<file path="src/ntp_regs.vh">
// Constants for the table pointer and NVM command logic.
// Included by the design files; holds definitions only.
`ifndef NTP_REGS_VH
`define NTP_REGS_VH
// SFR selectors on the register port
`define NTP_SFR_PTRL 4'h0
`define NTP_SFR_PTRH 4'h1
`define NTP_SFR_PTRU 4'h2
`define NTP_SFR_LATCH 4'h3
`define NTP_SFR_ADRL 4'h4
`define NTP_SFR_ADRH 4'h5
`define NTP_SFR_ADRU 4'h6
`define NTP_SFR_DAT 4'h7
`define NTP_SFR_CMD 4'h8
`define NTP_SFR_CTRL 4'h9
`define NTP_SFR_LOCK 4'hA
// Command field encodings
`define NTP_CMD_BYTE_RD 3'h0
`define NTP_CMD_PAGE_RD 3'h2
`define NTP_CMD_BYTE_WR 3'h3
`define NTP_CMD_PAGE_WR 3'h5
`define NTP_CMD_PAGE_ER 3'h6
// Control register fields
`define NTP_CTRL_GO 0
`define NTP_CTRL_DONE 1
`define NTP_CTRL_WERR 2
`define NTP_CTRL_IE 3
// Table op variants
`define NTP_TOP_NONE 2'h0
`define NTP_TOP_POSTINC 2'h1
`define NTP_TOP_POSTDEC 2'h2
`define NTP_TOP_PREINC 2'h3
// Unlock keys
`define NTP_KEY1 8'h55
`define NTP_KEY2 8'hAA
// Pointer layout
`define NTP_PTR_W 22
`define NTP_PTR_SPACE_BIT 21
// Write time in ns, programming timer
`define NTP_WR_TIME_NS 32'd2000
`define NTP_CLK_NS 32'd50
`endif

</file>
<file path="src/ntp_table_nvm.v">
// Table pointer, table latch, page buffer and NVM command engine.
// Assumes a CPU front end on the same clock and a flash array with a
// one-cycle synchronous read port and a write strobe port.
//
// Summary of operation
// - Interrupted flash write sets write error flag
// - Address picks space; device ID read-only
// - Config bytes written singly, erased first
// - Config write cannot disable protection
// - Pointer is upper:high:low, 22 bits
// - Bits 0-20 program, bit 21 info areas
// - Inc/dec touch only pointer bits 0-20
// - None, post-inc, post-dec, pre-inc variants
// - Latch captures reads, feeds writes
// - Table read uses pointer bits 0-20 only
// - Table write lands in page buffer
// - Page write uses address upper bits
// - Table read stalls CPU one cycle
// - Address LSB selects word byte
// - Byte access, no alignment enforced
// - Commands 0x02 read, 0x06 erase, 0x05 write
// - Write done clears go, sets done flag
// - Protected/invalid target: error, no effect
`timescale 1ns/10ps
`default_nettype none
`include "ntp_regs.vh"
module ntp_table_nvm #(
   parameter PAGE_BYTES = 256,
   parameter PAGE_AW = 8,
   parameter CFG_BYTES = 16,
   parameter [7:0] CFG_PROTECT_MASK = 8'h01,
   parameter [21:0] PROG_LIMIT = 22'h010000,
   parameter [21:0] USERID_BASE = 22'h200000,
   parameter [21:0] CFG_BASE = 22'h300000,
   parameter [21:0] DEVID_BASE = 22'h3FFFFC,
   parameter [7:0] DEVID_BYTE = 8'h5A // Arbitrary identity value
) (
   input wire core_clk_in,
   input wire reset_n_in,
   input wire wd_or_master_clear_reset_rst_in,
   input wire sfr_wr_in,
   input wire [3:0] sfr_sel_in,
   input wire [7:0] sfr_wdata_in,
   output reg [7:0] sfr_rdata_out,
   input wire tbl_rd_in,
   input wire tbl_wr_in,
   input wire [1:0] tbl_mode_in,
   output wire cpu_stall_out,
   output wire [20:0] flash_addr_out,
   output wire flash_rd_out,
   input wire [15:0] flash_word_in,
   output reg flash_wr_out,
   output reg flash_erase_out,
   output reg [15:0] flash_wdata_out,
   output wire nvm_irq_out
);
   localparam [31:0] WR_CYC = (`NTP_WR_TIME_NS + `NTP_CLK_NS - 32'd1) / `NTP_CLK_NS;
   localparam [3:0] ST_IDLE = 4'b0001;
   localparam [3:0] ST_TRD = 4'b0010;
   localparam [3:0] ST_BUSY = 4'b0100;
   localparam [3:0] ST_NRD = 4'b1000;

   reg [21:0] ptr_ff;
   reg [7:0] latch_ff;
   reg [21:0] adr_ff;
   reg [7:0] dat_ff;
   reg [2:0] cmd_ff;
   reg go_ff;
   reg done_ff;
   reg werr_ff;
   reg ie_ff;
   reg [1:0] lock_ff;
   reg [3:0] st_ff;
   reg [8:0] cnt_ff;
   reg [PAGE_AW:0] idx_ff;
   reg [1:0] rmode_ff;
   reg [20:0] waddr_ff;
   reg [7:0] pbuf [0:PAGE_BYTES-1];
   reg [7:0] cfg_mem [0:CFG_BYTES-1];
   wire [7:0] merged;
   wire [21:0] eff_ptr;
   wire [7:0] fbyte;
   wire go_req;
   wire unlocked;
   wire adr_prog;
   wire adr_uid;
   wire adr_cfg;
   wire adr_dev;
   wire ok_write;
   wire refuse_op;

   // Pointer step limited to bits 0-20, bit 21 preserved
   function [21:0] ptr_step;
      input [21:0] p;
      input up;
      begin
         ptr_step = {p[21], up ? p[20:0] + 21'h000001 : p[20:0] - 21'h000001};
      end
   endfunction

   // Pick byte of a 16-bit word by the address LSB
   function [7:0] word_byte;
      input [15:0] w;
      input lsb;
      begin
         word_byte = lsb ? w[15:8] : w[7:0];
      end
   endfunction

   // Address space decode
   assign adr_prog = (adr_ff[21] == 1'b0) && (adr_ff < PROG_LIMIT);
   assign adr_uid = (adr_ff >= USERID_BASE) && (adr_ff < USERID_BASE + 22'h000010);
   assign adr_cfg = (adr_ff >= CFG_BASE) && (adr_ff < CFG_BASE + CFG_BYTES);
   assign adr_dev = (adr_ff >= DEVID_BASE);
   assign ok_write = ((cmd_ff == `NTP_CMD_BYTE_WR) && (adr_cfg || adr_prog || adr_uid)) ||
                     ((cmd_ff != `NTP_CMD_BYTE_WR) && (adr_prog || adr_uid));
   assign unlocked = (lock_ff == 2'b10);
   // One refusal term shared by the engine and the error flag; only the engine lets a table op in the same cycle win
   assign refuse_op = !unlocked || !ok_write ||
                      !(cmd_ff == `NTP_CMD_BYTE_WR || cmd_ff == `NTP_CMD_PAGE_WR ||
                        cmd_ff == `NTP_CMD_PAGE_ER);
   assign go_req = sfr_wr_in && (sfr_sel_in == `NTP_SFR_CTRL) && sfr_wdata_in[`NTP_CTRL_GO] && !go_ff;

   // Pre-increment pointer feeds the access address
   assign eff_ptr = (tbl_mode_in == `NTP_TOP_PREINC) ? ptr_step(ptr_ff, 1'b1) : ptr_ff;
   assign flash_rd_out = (st_ff == ST_IDLE) && tbl_rd_in ||
                         (st_ff == ST_IDLE) && go_req && !go_ff ||
                         (st_ff == ST_NRD);
   // Write strobes are registered, so their address is registered with them
   assign flash_addr_out = (st_ff == ST_NRD) ? {adr_ff[20:PAGE_AW], idx_ff[PAGE_AW-1:0]} :
                           (st_ff == ST_BUSY) ? waddr_ff :
                           (tbl_rd_in ? eff_ptr[20:0] : adr_ff[20:0]);
   assign fbyte = word_byte(flash_word_in, rmode_ff[0]);
   assign cpu_stall_out = (st_ff == ST_IDLE) && tbl_rd_in;
   assign nvm_irq_out = done_ff && ie_ff;

   ntp_cfg_merge u_merge (
      .old_byte_in(cfg_mem[adr_ff[3:0]]),
      .new_byte_in(dat_ff),
      .protect_mask_in(CFG_PROTECT_MASK),
      .merged_out(merged)
   );

   // Register read mux
   always @* begin
      case (sfr_sel_in)
         `NTP_SFR_PTRL: sfr_rdata_out = ptr_ff[7:0];
         `NTP_SFR_PTRH: sfr_rdata_out = ptr_ff[15:8];
         `NTP_SFR_PTRU: sfr_rdata_out = {2'h0, ptr_ff[21:16]};
         `NTP_SFR_LATCH: sfr_rdata_out = latch_ff;
         `NTP_SFR_ADRL: sfr_rdata_out = adr_ff[7:0];
         `NTP_SFR_ADRH: sfr_rdata_out = adr_ff[15:8];
         `NTP_SFR_ADRU: sfr_rdata_out = {2'h0, adr_ff[21:16]};
         `NTP_SFR_DAT: sfr_rdata_out = dat_ff;
         `NTP_SFR_CMD: sfr_rdata_out = {5'h00, cmd_ff};
         `NTP_SFR_CTRL: sfr_rdata_out = {4'h0, ie_ff, werr_ff, done_ff, go_ff};
         default: sfr_rdata_out = 8'h00;
      endcase
   end

   // Page buffer: table writes and page reads; single write port
   always @(posedge core_clk_in) begin
      if (st_ff == ST_IDLE && tbl_wr_in) begin
         pbuf[eff_ptr[PAGE_AW-1:0]] <= latch_ff;
      end else if (st_ff == ST_NRD && idx_ff != 0) begin
         pbuf[idx_ff[PAGE_AW-1:0] - 1'b1] <= fbyte;
      end
   end

   // Configuration byte store with auto-erase-then-program
   always @(posedge core_clk_in) begin
      if (st_ff == ST_BUSY && cmd_ff == `NTP_CMD_BYTE_WR && adr_cfg && cnt_ff == 9'h001) begin
         cfg_mem[adr_ff[3:0]] <= merged;
      end
   end

   // Main control: pointer, latch, SFRs and command engine
   always @(posedge core_clk_in) begin
      if (!reset_n_in) begin
         ptr_ff <= 22'h000000;
         latch_ff <= 8'h00;
         adr_ff <= 22'h000000;
         dat_ff <= 8'h00;
         cmd_ff <= 3'h0;
         go_ff <= 1'b0;
         done_ff <= 1'b0;
         ie_ff <= 1'b0;
         lock_ff <= 2'b00;
         st_ff <= ST_IDLE;
         cnt_ff <= 9'h000;
         idx_ff <= {(PAGE_AW+1){1'b0}};
         rmode_ff <= 2'b00;
         waddr_ff <= 21'h000000;
         flash_wr_out <= 1'b0;
         flash_erase_out <= 1'b0;
         flash_wdata_out <= 16'h0000;
      end else begin
         flash_wr_out <= 1'b0;
         flash_erase_out <= 1'b0;
         // SFR writes, frozen while an operation runs
         if (sfr_wr_in && !go_ff) begin
            case (sfr_sel_in)
               `NTP_SFR_PTRL: ptr_ff[7:0] <= sfr_wdata_in;
               `NTP_SFR_PTRH: ptr_ff[15:8] <= sfr_wdata_in;
               `NTP_SFR_PTRU: ptr_ff[21:16] <= sfr_wdata_in[5:0];
               `NTP_SFR_LATCH: latch_ff <= sfr_wdata_in;
               `NTP_SFR_ADRL: adr_ff[7:0] <= sfr_wdata_in;
               `NTP_SFR_ADRH: adr_ff[15:8] <= sfr_wdata_in;
               `NTP_SFR_ADRU: adr_ff[21:16] <= sfr_wdata_in[5:0];
               `NTP_SFR_DAT: dat_ff <= sfr_wdata_in;
               `NTP_SFR_CMD: cmd_ff <= sfr_wdata_in[2:0];
               `NTP_SFR_CTRL: begin
                  ie_ff <= sfr_wdata_in[`NTP_CTRL_IE];
                  if (!sfr_wdata_in[`NTP_CTRL_DONE]) begin
                     done_ff <= 1'b0;
                  end
               end
               default: ;
            endcase
         end
         // Unlock tracker: 0x55 then 0xAA, any other write resets
         if (sfr_wr_in && sfr_sel_in == `NTP_SFR_LOCK) begin
            lock_ff <= (sfr_wdata_in == `NTP_KEY1) ? 2'b01 :
                       (sfr_wdata_in == `NTP_KEY2 && lock_ff == 2'b01) ? 2'b10 : 2'b00;
         end else if (go_req) begin
            lock_ff <= 2'b00;
         end
         case (st_ff)
            ST_IDLE: begin
               if (tbl_rd_in) begin
                  rmode_ff <= {eff_ptr[21], eff_ptr[0]};
                  st_ff <= ST_TRD;
                  if (tbl_mode_in == `NTP_TOP_PREINC || tbl_mode_in == `NTP_TOP_POSTINC) begin
                     ptr_ff <= ptr_step(ptr_ff, 1'b1);
                  end else if (tbl_mode_in == `NTP_TOP_POSTDEC) begin
                     ptr_ff <= ptr_step(ptr_ff, 1'b0);
                  end
               end else if (tbl_wr_in) begin
                  if (tbl_mode_in == `NTP_TOP_PREINC || tbl_mode_in == `NTP_TOP_POSTINC) begin
                     ptr_ff <= ptr_step(ptr_ff, 1'b1);
                  end else if (tbl_mode_in == `NTP_TOP_POSTDEC) begin
                     ptr_ff <= ptr_step(ptr_ff, 1'b0);
                  end
               end else if (go_req) begin
                  if (cmd_ff == `NTP_CMD_BYTE_RD) begin
                     // Byte read answers next cycle through the table read state into DAT
                     rmode_ff <= {adr_ff[21], adr_ff[0]};
                     go_ff <= 1'b1;
                     cnt_ff <= 9'h000;
                     st_ff <= ST_TRD;
                  end else if (cmd_ff == `NTP_CMD_PAGE_RD && adr_prog) begin
                     go_ff <= 1'b1;
                     idx_ff <= {(PAGE_AW+1){1'b0}};
                     st_ff <= ST_NRD;
                  end else if (refuse_op) begin
                     go_ff <= 1'b0;
                  end else begin
                     go_ff <= 1'b1;
                     idx_ff <= {(PAGE_AW+1){1'b0}};
                     cnt_ff <= WR_CYC[8:0];
                     waddr_ff <= adr_ff[20:0];
                     flash_erase_out <= (cmd_ff == `NTP_CMD_PAGE_ER);
                     st_ff <= ST_BUSY;
                  end
               end
            end
            ST_TRD: begin
               // Latch loads from flash; DAT loads from flash, config store or ID byte
               if (go_ff) begin
                  dat_ff <= adr_cfg ? cfg_mem[adr_ff[3:0]] : adr_dev ? DEVID_BYTE : fbyte;
                  go_ff <= 1'b0;
                  done_ff <= 1'b1;
               end else begin
                  latch_ff <= fbyte;
               end
               st_ff <= ST_IDLE;
            end
            ST_NRD: begin
               // One byte per cycle, flash data lags address by one
               idx_ff <= idx_ff + 1'b1;
               rmode_ff <= {1'b0, idx_ff[0]};
               if (idx_ff == PAGE_BYTES) begin
                  go_ff <= 1'b0;
                  done_ff <= 1'b1;
                  st_ff <= ST_IDLE;
               end
            end
            ST_BUSY: begin
               if (cmd_ff == `NTP_CMD_PAGE_WR && idx_ff < PAGE_BYTES) begin
                  // Whole buffer goes to the page picked by address upper bits
                  flash_wdata_out <= {pbuf[{idx_ff[PAGE_AW-1:1], 1'b1}], pbuf[{idx_ff[PAGE_AW-1:1], 1'b0}]};
                  flash_wr_out <= 1'b1;
                  waddr_ff <= {adr_ff[20:PAGE_AW], idx_ff[PAGE_AW-1:0]};
                  idx_ff <= idx_ff + 2'd2;
               end else if (cmd_ff == `NTP_CMD_BYTE_WR && adr_prog && cnt_ff == 9'h002) begin
                  // Issued one cycle early so the strobe still falls inside the busy state
                  flash_wdata_out <= {dat_ff, dat_ff};
                  flash_wr_out <= 1'b1;
               end
               if (cnt_ff > 9'h000) begin
                  cnt_ff <= cnt_ff - 1'b1;
               end
               if (cnt_ff <= 9'h001 && (cmd_ff != `NTP_CMD_PAGE_WR || idx_ff >= PAGE_BYTES)) begin
                  go_ff <= 1'b0;
                  done_ff <= 1'b1;
                  st_ff <= ST_IDLE;
               end
            end
            default: st_ff <= ST_IDLE;
         endcase
      end
   end

   // Error flag survives the reset that interrupts a write
   always @(posedge core_clk_in) begin
      if (wd_or_master_clear_reset_rst_in && go_ff && st_ff == ST_BUSY) begin
         werr_ff <= 1'b1;
      end else if (!reset_n_in && !wd_or_master_clear_reset_rst_in) begin
         // A reset of that cause keeps the flag on every edge it is held
         werr_ff <= 1'b0;
      end else if (st_ff == ST_IDLE && go_req && cmd_ff != `NTP_CMD_BYTE_RD &&
                   !(cmd_ff == `NTP_CMD_PAGE_RD && adr_prog) && refuse_op) begin
         werr_ff <= 1'b1;
      end else if (sfr_wr_in && sfr_sel_in == `NTP_SFR_CTRL && !sfr_wdata_in[`NTP_CTRL_WERR]) begin
         werr_ff <= 1'b0;
      end
   end
endmodule // ntp_table_nvm
`default_nettype wire

</file>
<file path="src/ntp_cfg_merge.v">
// Merges a new configuration byte with the stored one.
// Assumes protect_mask marks bits whose 0 value means protection on.
`timescale 1ns/10ps
`default_nettype none
module ntp_cfg_merge (
   input wire [7:0] old_byte_in,
   input wire [7:0] new_byte_in,
   input wire [7:0] protect_mask_in,
   output wire [7:0] merged_out
);
   // Protect bits are active low: a 0 already stored stays 0
   assign merged_out = (new_byte_in & ~protect_mask_in) |
                       (new_byte_in & old_byte_in & protect_mask_in);
endmodule // ntp_cfg_merge
`default_nettype wire

</file>
<file path="config.mk">
export PLATFORM = sky130hd
export DESIGN_NAME = ntp_table_nvm
export DESIGN_NICKNAME = d
export VERILOG_FILES = /design/src/ntp_table_nvm.v /design/src/ntp_cfg_merge.v
export VERILOG_INCLUDE_DIRS = /design/src
export SDC_FILE = /design/constraint.sdc
export NUM_CORES = 2
export LEC_CHECK = 0
export BUFFER_PORTS_ARGS = -buffer_cell sky130_fd_sc_hd__buf_4
export CORE_MARGIN = 10
export CORE_UTILIZATION = 60
export CTS_CLUSTER_SIZE = 25
export DETAILED_ROUTE_END_ITERATION = 8
export GPL_ROUTABILITY_DRIVEN = 0
export PLACE_DENSITY = 0.8
export SKIP_CTS_REPAIR_TIMING = 1
export SLEW_MARGIN = 20
export SYNTH_ARGS = -nofsm -noshare
export SYNTH_HDL_FRONTEND = slang
export SYNTH_SLANG_ARGS = --single-unit
</file>
<file path="constraint.sdc">
create_clock -name core_clk_in -period 18.32 [get_ports core_clk_in]
set_input_delay 4.58 -clock core_clk_in [delete_from_list [all_inputs] [get_ports core_clk_in]]
set_output_delay 4.58 -clock core_clk_in [all_outputs]
set_load 0.1 [all_outputs]
</file>
---- After elaboration in Yosys (flattened, before gate mapping) ----
Memory sizes are Yosys's and may differ from the RTL's. A register that Yosys moved wholly into a read port is not among the register bits.
Index checks and enable logic that the tools add are counted.
W data, S select, Z words.
operators by class
  shift operators ......................... 0
  $add $sub $neg .......................... 6
  reductions and logical operators ........ 78
  $lt $le $gt $ge ......................... 10
  multiply operators ...................... 0
  bitwise operators ....................... 6
  eq/ne operators ......................... 47
  divide/modulo/power cells ............... 0
  muxes and demuxes ....................... 106
operator list
  operator                 count
  $mux W21                 11
  $mux W8                  19
  $mux W22                 6
  $mux W9                  14
  $pmux W8 S10             1
  $ge A22 B22 Y1 const B   3
  $lt A22 B22 Y1 const B   2
  $pmux W21 S2             1
  $mux W4                  10
  $logic_and A1 B1 Y1      32
  $mux W16                 2
  $mux W1                  31
  $pmux W9 S3              1
  $lt A22 B17 Y1 const B   1
  $add A21 B1 Y21 const B  1
  $ne A3 B3 Y1 const B     7
  $sub A21 B1 Y21 const B  1
  $eq A4 B3 Y1 const B     5
  $ne A2 B2 Y1 const B     9
  $pmux W9 S2              1
  $eq A4 B4 Y1 const B     4
  $reduce_or A8 Y1         2
  $reduce_and A2 Y1        7
  $reduce_and A7 Y1        2
  43 further kinds         80
word-level totals
  memory bits (read-only) ................. 0
  output and inout bits ................... 50
  word-level logic and storage cells ...... 275
  memories ................................ 2
  latch bits .............................. 0
  register bits after elaboration ......... 131
  input bits .............................. 36
  RAM bits ................................ 2176
memories
  name     depth  width  rd ports  clocked after memory_dff  wr ports  line                source
  pbuf     256    8      2         2                         1         ntp_table_nvm.v:78  reg [7:0] pbuf [0:PAGE_BYTES-1];
  cfg_mem  16     8      1         1                         1         ntp_table_nvm.v:79  reg [7:0] cfg_mem [0:CFG_BYTES-1];

---- Logic depth before layout (Yosys ltp) ----
  depth in word-level cells ............... 18
  mapped depth ............................ 13

---- Cells and area by module ----
A second synthesis with hierarchy kept.
second synthesis, totals
  cells, all modules ...................... 5215
  area, all modules ....................... 93925.1 sq um
modules (own cells, without submodules)
  module         cells each  instances  area an instance (sq um)  sequential area each (sq um)
  ntp_table_nvm  5199        1          93835.0                   68185.4
  ntp_cfg_merge  16          1          90.1                      0.0

---- Worst setup path before layout ----
Ideal clock, no wire load.
  kind .................................... input to register
  from .................................... input flash_word_in[9]
  to ...................................... memory pbuf[0][1] (data pin)
  required time ........................... 16.132 ns
  arrival time ............................ 14.609 ns
  stages on the path ...................... 2
  buffers on the path ..................... 0
  setup time .............................. 2.188 ns
  path slack .............................. 1.523 ns
  cell sequence ........................... mux2i_1 > o21ai_0
between the ends
  word-level cells in the longest chain between the ends .. 2
RTL lines
  element             line                 source
  start: declaration  ntp_table_nvm.v:51   input wire [15:0] flash_word_in,
  $mux W8             ntp_table_nvm.v:106  word_byte = lsb ? w[15:8] : w[7:0];
  $mux W8 (no line)   n/a
  end: declaration    ntp_table_nvm.v:78
No other way between the ends.

---- Final worst setup path ----
  from .................................... input sfr_sel_in[2]
  to ...................................... output sfr_rdata_out[4]
between the ends
  word-level cells in the longest chain between the ends .. 2
  elaborated cells on any way between the ends .. 11
  classes of those cells .................. 9 x eq/ne; 1 x mux; 1 x reduce/logical
RTL lines
  element                                     line                 source
  start: declaration                          ntp_table_nvm.v:42   input wire [3:0] sfr_sel_in,
  $eq A4 B4 Y1, or another cell as far along  ntp_table_nvm.v:146  case (sfr_sel_in)
  $pmux W8 S10 (*)                            ntp_table_nvm.v:146
  end: declaration                            ntp_table_nvm.v:44   output reg [7:0] sfr_rdata_out,
Every way passes the cells marked *; elsewhere a longest branch is shown, timed or not.

==> impl_results.md <==
* Max-slew headroom at 0.1845
* Clk buf depth at 3
* CTS root buf: clkbuf_16
* Hold Path End: cnt_ff[8]
* Port bufs at 85
* Clk_lat worst skew at 0.90 ns
* Fmax at 86.77 MHz
* Sequential area share after synthesis at 0.7250
* Top FF cell, synth: edfxtp_1
* Routed len/inst at 34.95 um
* Rows at 145
* Startpoint types: input pin
* Internal power at 8.334 mW
* PD cells at 102.6 nW/um2
* Chip height at 415.9 um
* RSZ-0062 raised after global routing: no
* Worst r2r dst: flash_wdata_out[5]
* Worst vdd ir at 0.1032 mV
* Setup Skew at 0.06108 ns
* CP cell instances: buf_4 -> nor2b_1 -> and2_1 -> a22o_1 -> nor2_1 -> o21ai_0 -> buf_4
* Worst EP required at 13.74 ns
* CTS tree: built
* Arr. time, crit path at 6.94 ns
* # DRC at 1
* Hold Startpoint: cnt_ff[8]
* Delay of the slowest critical-path stage at 0.78 ns
* Die Wd at 415.9 um
* Post-DP HPWL at 157.2 mm
* First DRT Iteration DRCs at 10400
* FF+latch count, synth at 2318
* Psw at 2.317 mW
* Cell family with most CP delay: simple AND/OR/NAND/NOR gates
* Critical path buffer and inverter count at 2
* Die area at 173000 um2
* Switching share of power at 0.2175
* Unique masters post-synth at 101
* Max-slew violations at 0
* Fin crit share at 0.6291
* Post-synth EDFFs at 2176
* Final Hold Viols at 0
* H-tree levels at 4
* Final min period at 11.52 ns
* First-pass DRT Iterations at 9
* Vias per cell at 7.322
* HP Class: reg -> reg
* Clock power share at 0.422
* Total GRT Usage at 0.2987
* Syn_area_per_cell at 17.93 um2
* Final nets at 5317
* Failing checks: DRC
* Synth Net Count at 5290
* CP max stage cell: nor2b_1
* Synth warn at 0
* Synthesized area at 94050 um2
* CORE AREA at 156000 um2
* Reg power frac at 0.546
* Cells after Synth at 5245
* Via count at 55080
* Starting density of the core at 0.6028
* Maximum Capacitance Violations at 0
* Largest net degree at the start of global routing at 245
* Reg2Reg Depth at 10
* Design area at 103900 um2
* First-pass GRT wire length at 378.6 mm
* Logic pwr share at 0.032
* WS Path Type: in -> out
* Clock slew at reported path FFs at 0.07 ns
* Leak Pwr at 31.78 nW
* Slew @ Worst Pin at 1.213 ns
* IO Count at 86
* Placed cell area at 96710 um2
* Kind of end point of the critical path: primary output
* Status: complete, but fails checks
* FILL cells at 9566
* CP Max Fanout at 25
* Initial antenna violation count at 12
* Setup Viol. Count Final at 0
* Area grow syn2layout at 10.43%
* CP dominant cell by count: buf_4
* Final ANT Viol Nets at 0
* Grt total ovfl at 0
* Layout cell share with drive strength beyond 1 at 0.2145
* CTS Buf Count at 216
* DRT Wirelength at 262.9 mm
* R2R Setup Slk at 12.02 ns
* Async S/R FF share, synth at 0
* Vias in the first global route at 53420
* Hold-critical path depth at 1
* Setup Total Neg Slack at 0 ns
* Num Clock Sinks at 2318
layout by cell type, fill, tap and decap left out, types with 12 or more instances in the layout:
cell / netlist / layout
nor2b_1: 27 / 22
o22ai_1: 55 / 55
clkinv_1: 2 / 44
and2_1: 19 / 19
a21oi_1: 162 / 161
a221o_1: 13 / 13
inv_1: 27 / 26
clkinv_2: 0 / 52
a22o_1: 17 / 17
nand2b_1: 22 / 22
buf_4: 12 / 168
a221oi_1: 24 / 24
or3_1: 20 / 20
o2111ai_1: 12 / 12
mux2i_1: 137 / 137
and3_1: 24 / 24
o21ai_0: 101 / 96
xnor2_1: 20 / 20
clkbuf_16: 0 / 218
nor4_1: 34 / 32
edfxtp_1: 2176 / 2176
and4_1: 20 / 20
a311oi_1: 15 / 15
nand2_1: 196 / 196
clkinvlp_4: 0 / 18
mux4_2: 521 / 521
nand3_2: 7 / 12
a31oi_1: 18 / 18
a211oi_1: 15 / 15
dfxtp_1: 142 / 136
nand3_1: 126 / 121
nor2_1: 411 / 408
clkbuf_1: 209 / 32
nor3_1: 54 / 51
o211ai_1: 16 / 16
a22oi_1: 94 / 94
bufinv_16: 0 / 18
nand4_1: 65 / 65
mux2_2: 57 / 53
synth_stat cells, drive strengths merged (26+ instances only):
library cell | number | area share
edfxtp | 2176 | 0.69
mux4 | 521 | 0.12
nor2 | 411 | 0.016
clkbuf | 210 | 0.0084
nand2 | 197 | 0.0079
a21oi | 163 | 0.0087
buf | 159 | 0.0084
dfxtp | 142 | 0.030
mux2i | 137 | 0.015
nand3 | 133 | 0.0074
o21ai | 106 | 0.0057
a22oi | 95 | 0.0076
nand4 | 65 | 0.0043
mux2 | 57 | 0.0068
nor3 | 55 | 0.0030
o22ai | 55 | 0.0037
nor4 | 35 | 0.0024
inv | 27 | 0.0011
nor2b | 27 | 0.0018
a221oi | 26 | 0.0026
cells by family after synthesis:
group	after synthesis	synth area share
DFF	2318	0.7250
xor gates and xnor gates	28	0.002608
buffers and inverters	398	0.01799
and+or+nand+nor	1104	0.05767
AOI/OAI and AO/OA	673	0.04938
adders and majority gates	9	0.001197
muxes	715	0.1462
worst register-to-register path: cells and delay by family, from the launching register on:
family	cells	cell delay (ns)
buffers and inverters	4	3.09
and+or+nand+nor	5	1.49
DFF	1	0.95
AOI/OAI and AO/OA	1	0.65
worst max path at each step:
| stage | from | endpoint | slack [ns] | depth (start not counted) |
|---|---|---|---|---|
| 4_1_cts | sfr_sel_in[2] | sfr_rdata_out[4] | 6.88 | 7 |
| 2_1_floorplan | flash_word_in[9] | pbuf[0][1] | 1.52 | 2 |
| 6_report | sfr_sel_in[2] | sfr_rdata_out[4] | 6.80 | 7 |
| 3_3_place_gp | sfr_sel_in[2] | sfr_rdata_out[4] | 6.94 | 7 |
| 5_1_grt | sfr_sel_in[2] | sfr_rdata_out[4] | 6.63 | 7 |
| 3_5_place_dp | sfr_sel_in[2] | sfr_rdata_out[4] | 6.90 | 7 |
through the flow:
stage               setup slack [ns]  hold WS, ns  instances  power [mW]    util
floorplan                      1.523       0.4397       5245       6.148       -
global placement               6.939       0.4465       7110       6.242  0.6197
detailed placement             6.897       0.4533       7110       6.253  0.6198
CTS                            6.881       0.4626       7519       10.63  0.6652
global route                   6.630       0.4910       7521       10.86  0.6656
finish                         6.795       0.4627       7522       10.65  0.6656
power by group through the flow:
stage,combinational [mW],clock [mW],sequential [mW]
CTS,0.328,4.49,5.81
global route,0.355,4.69,5.81
finish,0.339,4.50,5.82
floorplan,0.222,0,5.93
global placement,0.316,0,5.93
detailed placement,0.325,0,5.93
layer usage:
layer  vias to the layer above  track usage  wire, um
li1                      21500            -         -
met1                     27700       0.3912     88430
met2                      4905       0.4493    120100
met3                       954      0.09863     37290
met4                        22       0.1544     16840
met5                         -            0       179
sequential cells by signal, summed over array words and instances (netlist names), named ones only:
name             cells
pbuf              2048
go_ff                1
latch_ff             8
flash_wdata_out     16
cmd_ff               3
ie_ff                1
lock_ff              2
cfg_mem            128
flash_erase_out      1
flash_wr_out         1
werr_ff              1
rmode_ff             1
idx_ff               9
ptr_ff              22
done_ff              1
cnt_ff               9
adr_ff              22
waddr_ff            21
st_ff                4
dat_ff               8
area by class of cell:
| type | instances | area, um2 | area share |
|---|---|---|---|
| Multi-Input combinational cell | 2529 | 24430 | 0.2353 |
| Tap cell | 2058 | 2575 | 0.02479 |
| Sequential cell | 2318 | 68210 | 0.6567 |
| Clock inverter | 155 | 1449 | 0.01395 |
| Antenna cell | 1 | 2.502 | 0.00002409 |
| Timing Repair Buffer | 178 | 1451 | 0.01397 |
| Clock buffer | 254 | 5630 | 0.05421 |
| Inverter | 29 | 108.9 | 0.001048 |
(Power assumes the default switching activity.)
